## config.mk

```make
export PLATFORM = sky130hd
export DESIGN_NAME = dea_error_aggregator
export DESIGN_NICKNAME = d
export VERILOG_FILES = /design/src/core/dea_pkg.sv /design/src/core/dea_irq_if.sv /design/src/core/dea_irq_gen.sv /design/src/core/dea_error_aggregator.sv
export SDC_FILE = /design/constraint.sdc
export NUM_CORES = 1
export LEC_CHECK = 0
export BUFFER_PORTS_ARGS = -buffer_cell sky130_fd_sc_hd__buf_2
export CAP_MARGIN = 10
export CORE_MARGIN = 4
export CORE_UTILIZATION = 39
export DETAILED_ROUTE_END_ITERATION = 10
export HOLD_SLACK_MARGIN = 0.15
export PLACE_DENSITY = 0.86
export SLEW_MARGIN = 20
export SYNTH_ARGS = -nofsm -noshare
export SYNTH_HDL_FRONTEND = slang
export SYNTH_HIERARCHICAL = 1
export SYNTH_SLANG_ARGS = --single-unit
export TNS_END_PERCENT = 10
```

## constraint.sdc

```tcl
create_clock -name clk -period 4.6 [get_ports clk]
set_input_delay 1.15 -clock clk [delete_from_list [all_inputs] [get_ports clk]]
set_output_delay 1.15 -clock clk [all_outputs]
set_load 0.005 [all_outputs]
```

## src/core/dea_pkg.sv

```systemverilog
package dea_pkg;
    // Register byte offsets on the slave port
    localparam logic [4:0]  OFS_ERR_FLAGS = 5'h00;
    localparam logic [4:0]  OFS_ERR_CLEAR = 5'h04;
    localparam logic [4:0]  OFS_REASSERT  = 5'h08;
    localparam logic [4:0]  OFS_IRQ_STAT  = 5'h0c;
    localparam logic [4:0]  OFS_IRQ_CLEAR = 5'h10;
    localparam logic [4:0]  OFS_IRQ_EN    = 5'h14;

    // Field positions
    localparam int          BIT_CCODE_OVF = 16;
    localparam int          BIT_Q1_THRESH = 1;
    localparam int          BIT_Q0_THRESH = 0;
    localparam int          BIT_REASSERT  = 0;
    localparam int          BIT_RESERVED1 = 1;

    // Block interrupt status bits
    localparam int          IRQ_W         = 3;
    localparam int          IRQ_ERR_PULSE = 0;
    localparam int          IRQ_CCODE_SET = 1;
    localparam int          IRQ_QTHR_SET  = 2;

    // Documented defaults
    localparam int          CCODE_MAX_DEF = 31;
    localparam int          CCODE_W_DEF   = 6;
    localparam int          QCNT_W_DEF    = 5;
    localparam int          NQ_DEF        = 2;
    localparam int          DMA_MISS_W    = 32;
    localparam int          QDMA_MISS_W   = 8;
    localparam int          DATA_W        = 32;
    localparam logic [31:0] RD_ZERO       = 32'h0000_0000;
endpackage : dea_pkg

```

## src/core/dea_irq_if.sv

```systemverilog
interface dea_irq_if;
    logic any_err;
    logic reassert;
    logic pulse;

    modport gen (
        input  any_err,
        input  reassert,
        output pulse
    );
    modport ctl (
        output any_err,
        output reassert,
        input  pulse
    );
endinterface : dea_irq_if

```

## src/core/dea_irq_gen.sv

```systemverilog
module dea_irq_gen (
    input  wire logic clk,
    input  wire logic rstn,
    dea_irq_if.gen    irq_bus
);
    import dea_pkg::*;

    typedef struct packed {
        logic any_q;
        logic pulse;
    } dea_gen_state_s;

    dea_gen_state_s st;
    dea_gen_state_s next_st;

    always_comb begin
        next_st = st;
        next_st.any_q = irq_bus.any_err;
        // A rise from all clear, or a reassert while errors remain
        next_st.pulse = (irq_bus.any_err & ~st.any_q)
                      | (irq_bus.reassert & irq_bus.any_err);
    end

    always_ff @(posedge clk or negedge rstn) begin
        if (!rstn) begin
            st <= '0;
        end else begin
            st <= next_st;
        end
    end

    assign irq_bus.pulse = st.pulse;
endmodule : dea_irq_gen

```

## src/core/dea_error_aggregator.sv

```systemverilog
// Overview of operation
// - Set overflow flag bit 16, hold until cleared
// - Queue 1 threshold sets bit 1, sticky
// - Queue 0 threshold sets bit 0, sticky
// - Clear register: ones clear, zeros ignored
// - Clear bit 16 clears overflow flag
// - Clear bit 1 also clears queue 1 status
// - Clear bit 0 also clears queue 0 status
// - Any error flag raises error interrupt
// - Re-raise only on all-clear to some-set
// - Reassert write of one pulses if errors remain
// - Overflow when outstanding codes exceed 31
// - Threshold error when count reaches threshold
//
// The register addresses and the Avalon-MM slave port are this design's own decisions.
module dea_error_aggregator #(
    parameter int NQ        = dea_pkg::NQ_DEF,
    parameter int QCNT_W    = dea_pkg::QCNT_W_DEF,
    parameter int CCODE_W   = dea_pkg::CCODE_W_DEF,
    parameter int CCODE_MAX = dea_pkg::CCODE_MAX_DEF
) (
    input  wire logic                               clk,
    input  wire logic                               rstn,
    input  wire logic [4:0]                         avs_address,
    input  wire logic                               avs_read,
    input  wire logic                               avs_write,
    input  wire logic [dea_pkg::DATA_W-1:0]         avs_writedata,
    input  wire logic [3:0]                         avs_byteenable,
    output logic      [dea_pkg::DATA_W-1:0]         avs_readdata,
    output logic                                    avs_waitrequest,
    input  wire logic [dea_pkg::DMA_MISS_W-1:0]     dma_event_missed_flags,
    input  wire logic [dea_pkg::QDMA_MISS_W-1:0]    qdma_event_missed_flags,
    input  wire logic [CCODE_W-1:0]                 ccode_outstanding,
    input  wire logic [NQ-1:0][QCNT_W-1:0]          queue_count,
    input  wire logic [NQ-1:0][QCNT_W-1:0]          queue_watermark_threshold,
    output logic      [NQ-1:0]                      queue_status_clear,
    output logic                                    error_irq,
    output logic                                    irq
);
    import dea_pkg::*;

    ////////////////////////////////////////////////////////////////////////////
    // Elaboration checks

    if (NQ < 1 || NQ > BIT_Q1_THRESH + 1) begin : g_bad_nq
        $error("NQ must be 1 or 2");
    end
    if (CCODE_MAX >= 2 ** CCODE_W - 1) begin : g_bad_cc
        $error("CCODE_W too narrow for CCODE_MAX");
    end

    localparam logic [CCODE_W-1:0] CC_LIMIT = CCODE_W'(CCODE_MAX);

    ////////////////////////////////////////////////////////////////////////////
    // State

    typedef struct packed {
        logic                ccode_ovf;
        logic [NQ-1:0]       qthresh;
        logic                ack;
        logic [DATA_W-1:0]   rdata;
        logic                rsv_bit;
        logic [IRQ_W-1:0]    istat;
        logic [IRQ_W-1:0]    ien;
        logic                irq;
        logic [NQ-1:0]       qclr;
    } dea_state_s;

    dea_state_s          st;
    dea_state_s          next_st;

    logic                req;
    logic                wr_go;
    logic [DATA_W-1:0]   wmask;
    logic [DATA_W-1:0]   wm;
    logic [DATA_W-1:0]   err_clr;
    logic [DATA_W-1:0]   err_word;
    logic                ccode_set;
    logic [NQ-1:0]       q_set;
    logic                any_err;
    logic                reassert;

    dea_irq_if           irq_bus ();

    ////////////////////////////////////////////////////////////////////////////
    // Bus decode

    // One wait state: reads are sampled while waiting, writes land at release
    assign req             = avs_read | avs_write;
    assign avs_waitrequest = req & ~st.ack;
    assign wr_go           = avs_write & st.ack;

    genvar gb;
    for (gb = 0; gb < DATA_W / 8; gb++) begin : g_lane
        assign wmask[gb*8 +: 8] = {8{avs_byteenable[gb]}};
    end

    assign wm       = avs_writedata & wmask;
    assign err_clr  = (wr_go && avs_address == OFS_ERR_CLEAR) ? wm : RD_ZERO;
    assign reassert = wr_go && avs_address == OFS_REASSERT && wm[BIT_REASSERT];

    ////////////////////////////////////////////////////////////////////////////
    // Error conditions

    // Strictly above the limit, so 31 outstanding codes are still legal
    assign ccode_set = ccode_outstanding > CC_LIMIT;

    genvar gq;
    for (gq = 0; gq < NQ; gq++) begin : g_queue
        // Compared against the live threshold: lowering it mid-run can set the flag at once
        assign q_set[gq] = queue_count[gq] >= queue_watermark_threshold[gq];

    end

    always_comb begin
        err_word = RD_ZERO;
        err_word[BIT_CCODE_OVF] = st.ccode_ovf;
        err_word[BIT_Q0_THRESH +: NQ] = st.qthresh;
    end

    // Missed-event flags count as errors alongside the local flags
    assign any_err = (|dma_event_missed_flags) | (|qdma_event_missed_flags)
                   | st.ccode_ovf | (|st.qthresh);

    ////////////////////////////////////////////////////////////////////////////
    // Next state

    always_comb begin
        next_st = st;
        next_st.ack = req & ~st.ack;

        // Sticky flags: a set in the cycle of a clear wins
        next_st.ccode_ovf = (st.ccode_ovf & ~err_clr[BIT_CCODE_OVF]) | ccode_set;
        next_st.qthresh = (st.qthresh & ~err_clr[BIT_Q0_THRESH +: NQ]) | q_set;

        // Watermark and exceeded fields of the queue status clear with the flag
        next_st.qclr = err_clr[BIT_Q0_THRESH +: NQ];

        // Reserved bit is kept only for read-back; it drives nothing
        if (wr_go && avs_address == OFS_REASSERT) begin
            next_st.rsv_bit = wm[BIT_RESERVED1];
        end
        if (wr_go && avs_address == OFS_IRQ_EN) begin
            next_st.ien = wm[IRQ_W-1:0];
        end

        // Status records new events only, so a flag held set raises no second status
        next_st.istat = st.istat;
        if (wr_go && avs_address == OFS_IRQ_CLEAR) begin
            next_st.istat = st.istat & ~wm[IRQ_W-1:0];
        end
        next_st.istat[IRQ_ERR_PULSE] = next_st.istat[IRQ_ERR_PULSE] | irq_bus.pulse;
        next_st.istat[IRQ_CCODE_SET] = next_st.istat[IRQ_CCODE_SET] | (ccode_set & ~st.ccode_ovf);
        next_st.istat[IRQ_QTHR_SET] = next_st.istat[IRQ_QTHR_SET] | (|(q_set & ~st.qthresh));
        next_st.irq = |(next_st.istat & next_st.ien);

        // Read data is captured in the wait cycle and stands at release
        if (avs_read && !st.ack) begin
            case (avs_address)
                OFS_ERR_FLAGS: begin
                    next_st.rdata = err_word;
                end
                OFS_REASSERT: begin
                    next_st.rdata = RD_ZERO;
                    next_st.rdata[BIT_RESERVED1] = st.rsv_bit;
                end
                OFS_IRQ_STAT: begin
                    next_st.rdata = RD_ZERO;
                    next_st.rdata[IRQ_W-1:0] = st.istat;
                end
                OFS_IRQ_EN: begin
                    next_st.rdata = RD_ZERO;
                    next_st.rdata[IRQ_W-1:0] = st.ien;
                end
                default: begin
                    next_st.rdata = RD_ZERO;
                end
            endcase
        end
    end

    always_ff @(posedge clk or negedge rstn) begin
        if (!rstn) begin
            st <= '0;
        end else begin
            st <= next_st;
        end
    end

    ////////////////////////////////////////////////////////////////////////////
    // Interrupt pulse generation

    assign irq_bus.any_err  = any_err;
    assign irq_bus.reassert = reassert;

    dea_irq_gen u_irq_gen (
        .clk     (clk),
        .rstn    (rstn),
        .irq_bus (irq_bus)
    );

    assign avs_readdata       = st.rdata;
    assign queue_status_clear = st.qclr;
    assign error_irq          = irq_bus.pulse;
    assign irq                = st.irq;
endmodule : dea_error_aggregator

```

==> results.ini <==
[drt]
vias_per_inst=4.74
met1Wirelength_microns=1380
postRouteWirelength_microns=3630
total_met3_wirelength_after_detailed_routing_microns=429
highest-signal-layer=met4
met2_length_microns=1770
route.detailed.wl_per_inst_microns=12.1
drtAntennaViolNets=0
total_iterations_of_the_first_detailed_routing_run=4
number_of_drc_markers_after_the_initial_detailed_route_iteration=52
drc=0
vias=1417

[placed_design]
dp_cells=295
port_buffers=84
gp_congestion=0.829
dpl.hpwl_microns=3140

[timing]
setup_total_negative_slack_ns=0
timing.final.max_slew_violations=0
fmax_mhz=352
rsz_0062_raised_after_global_routing=no
timing.clock.skew_ns=0.00387
min_period_ns=2.84
worst-slew-pin-transition_ns=0.490
slew_headroom_pct=67.1
finalCritPeriodShare_pct=61.7
setup_violations_final=0
timing.final.hold_violations=0

[floorplan]
chipWidth_microns=69.9
dieHeight_microns=69.9
io-pin-count=148
initial_cell_density_of_the_core_pct=40.5
dieArea_sq_um=4880
floorplan.core_area_sq_um=3690
row_count=22

[critical_path]
max_stage_delay_ns=0.52
critPathCapture=irq$_DFF_PN0_
crit-reg2reg-launch=st[42]$_DFF_PN0_
critPathLaunch=avs_address[1]
critical_path_class=input pin to flop
critPathArrivalTime_ns=2.98
critPathMaxFanout=3
crit_required_ns=4.74
end_kind=flop
worstRegToRegCells=5
worst_r2r_endpoint=irq$_DFF_PN0_
critical_path.startpoint_type=input pin
reg2reg_slack_ns=2.78
cp_slowest_cell=sky130_fd_sc_hd__or4_4
crit_path_cell_trace=buf_2 -> or3b_1 -> or4_4 -> o21a_1 -> or2_4 -> a221o_1

[grt]
global_route.usage.total_pct=14.1
grt_overflow=0
pin_count_of_the_biggest_net_entering_global_routing=21
grt_pass1_vias=1379
antenna_violations_before_repair=0
grt_pass1_wl_microns=5670

[clock_network]
cts_setup_buffers=0
cts-htree-levels=1
cts_buffers=3
clk_root_buffer_cell=sky130_fd_sc_hd__clkbuf_8
clkSinkCount=20
cts.repair.resized=0
cts.path.max_buffers=2
clock_latency_ns=0.26
cts_tree=done
clk_transition_reported_paths_ns=0.07
post_cts_hold_buffer_count=0

[synthesis]
synth_top_family_by_area=buffers and inverters
synth-compound-area-share_pct=14.0
ys_ff_latch=20
mapped_cells=170
synth_cell_type_count=36
synth.top_cells.by_area=sky130_fd_sc_hd__dfrtp_1, sky130_fd_sc_hd__buf_4, sky130_fd_sc_hd__ha_1
cell_area_after_synthesis_sq_um=1490
synth.avg_cell_area_sq_um=8.78
synth-xor-area-share_pct=0.587
post_synth_fa_ha_maj_area_fraction_pct=8.38
netlist.area_leader.share_pct=33.5
yosysSeqAreaShare_pct=33.5
ys.warnings.count=6
synth_largest_area_cell=sky130_fd_sc_hd__dfrtp_1
synthMuxAreaShare_pct=2.26
yosys.area_share.simple_pct=20.1

[final_layout]
post_route_cells_drive_above_1_share_pct=37.8
n_antenna_cell=0
synthToLayoutAreaGrowth_pct=25.6
layout.cells.non_filler=299
nets=373

[hold_path]
hold_class=flop to flop

[power]
irDropWorstVdd_mv=0.105
report.power.total_mw=0.429
p_leak_nw=1.05
p_per_area_nw_per_um2=229

[run_status]
result_of_the_run=finished clean

[run]
max_cap_viol_count=0

through the flow:
stage	hold slack (ns)	cell area (sq um)	setup slack [ns]	utilization, %
CTS	0.416	1870	1.77	50.8
global route	0.427	1870	1.71	50.8
global placement	0.404	1820	1.53	49.3
detailed placement	0.406	1820	1.53	49.3
finish	0.412	1870	1.76	50.8
floorplan	0.394	1590	1.72	-
cell usage after synthesis:
cell and instances:
sky130_fd_sc_hd__buf_4 34, sky130_fd_sc_hd__dfrtp_1 20, sky130_fd_sc_hd__inv_1 15, sky130_fd_sc_hd__nand2_1 11
sky130_fd_sc_hd__nor4_1 11, sky130_fd_sc_hd__ha_1 10, sky130_fd_sc_hd__o21ai_0 10, sky130_fd_sc_hd__nor2_1 9
sky130_fd_sc_hd__nand2b_1 5, sky130_fd_sc_hd__a21oi_1 4, sky130_fd_sc_hd__a22o_1 4, sky130_fd_sc_hd__nand4_1 4
sky130_fd_sc_hd__mux2_2 3, sky130_fd_sc_hd__nand3_1 3, sky130_fd_sc_hd__a21boi_1 2, sky130_fd_sc_hd__a21o_1 2
sky130_fd_sc_hd__nor2b_1 2, sky130_fd_sc_hd__nor3_1 2, sky130_fd_sc_hd__o21a_1 2, sky130_fd_sc_hd__a211o_1 1
sky130_fd_sc_hd__a221o_1 1, sky130_fd_sc_hd__a22oi_1 1, sky130_fd_sc_hd__a31o_2 1, sky130_fd_sc_hd__a31oi_1 1
sky130_fd_sc_hd__a41o_1 1, sky130_fd_sc_hd__and2_1 1, sky130_fd_sc_hd__and3_1 1, sky130_fd_sc_hd__conb_1 1
sky130_fd_sc_hd__nor3b_1 1, sky130_fd_sc_hd__o21bai_1 1, sky130_fd_sc_hd__or2_4 1, sky130_fd_sc_hd__or3_1 1
sky130_fd_sc_hd__or3_2 1, sky130_fd_sc_hd__or3b_1 1, sky130_fd_sc_hd__or4_4 1, sky130_fd_sc_hd__xnor2_1 1
report_power, final:
part           internal [mW]  switching, mW
registers              0.188        0.00678
clock network         0.0762         0.0577
logic                 0.0502         0.0495
kinds of logic (layout without fill, tap and decap cells):
logic type	count (synthesis)	after routing
AO/OA/AOI/OAI	31	31
XOR/XNOR	1	1
adder cells (fa/ha/maj)	10	10
buffers and inverters	49	103
flip-flops	20	20
multiplexers	3	3
other	1	28
AND/OR/NAND/NOR	55	55
state kept, by name, indices dropped and copies added (netlist names):
name	cells
avs_readdata	4
irq	1
st	8
err_word	3
queue_status_clear	2
u_irq_gen/irq_bus.pulse	1
u_irq_gen/st	1
metal layers:
layer	up-vias	track usage, %
li1	696	-
met3	9	3.88
met4	0	5.11
met5	-	0
met2	76	24.6
met1	636	16.6
cells in the final DEF, fill, tap and decap left out, types with 5 or more instances in the layout:
cell and instances:
sky130_fd_sc_hd__conb_1 28, sky130_fd_sc_hd__inv_1 15, sky130_fd_sc_hd__nand2_1 11, sky130_fd_sc_hd__buf_2 84, sky130_fd_sc_hd__nor4_1 11, sky130_fd_sc_hd__o21ai_0 10
sky130_fd_sc_hd__ha_1 10, sky130_fd_sc_hd__dfrtp_1 20, sky130_fd_sc_hd__nor2_1 9, sky130_fd_sc_hd__nand2b_1 5
critical path, delay by kind of cell:
kind	cells	cell delay [ns]
buffers and inverters	1	0.11
and+or+nand+nor	3	1.17
AOI/OAI and AO/OA	2	0.55
worst min-delay path by stage:
| stage | from | end | cells past startpoint |
|---|---|---|---|
| after floorplan | u_irq_gen/st[1]$_DFF_PN0_ | u_irq_gen/irq_bus.pulse$_DFF_PN0_ | 1 |
| after global placement | u_irq_gen/st[1]$_DFF_PN0_ | u_irq_gen/irq_bus.pulse$_DFF_PN0_ | 1 |
| after detailed placement | u_irq_gen/st[1]$_DFF_PN0_ | u_irq_gen/irq_bus.pulse$_DFF_PN0_ | 1 |
| after CTS | u_irq_gen/st[1]$_DFF_PN0_ | u_irq_gen/irq_bus.pulse$_DFF_PN0_ | 1 |
| after global routing | u_irq_gen/st[1]$_DFF_PN0_ | u_irq_gen/irq_bus.pulse$_DFF_PN0_ | 1 |
| final | u_irq_gen/st[1]$_DFF_PN0_ | u_irq_gen/irq_bus.pulse$_DFF_PN0_ | 1 |
cell type report:
| cell class | instances | area, sq um |
|---|---|---|
| fillers | 358 | 1810 |
| multi-input cells | 128 | 782 |
| flip-flops and latches | 20 | 500 |
| repair buffers | 84 | 420 |
| well taps | 48 | 60.1 |
| inverters | 15 | 56.3 |
| clock buffers | 4 | 55.1 |
(Power assumes the default switching activity.)
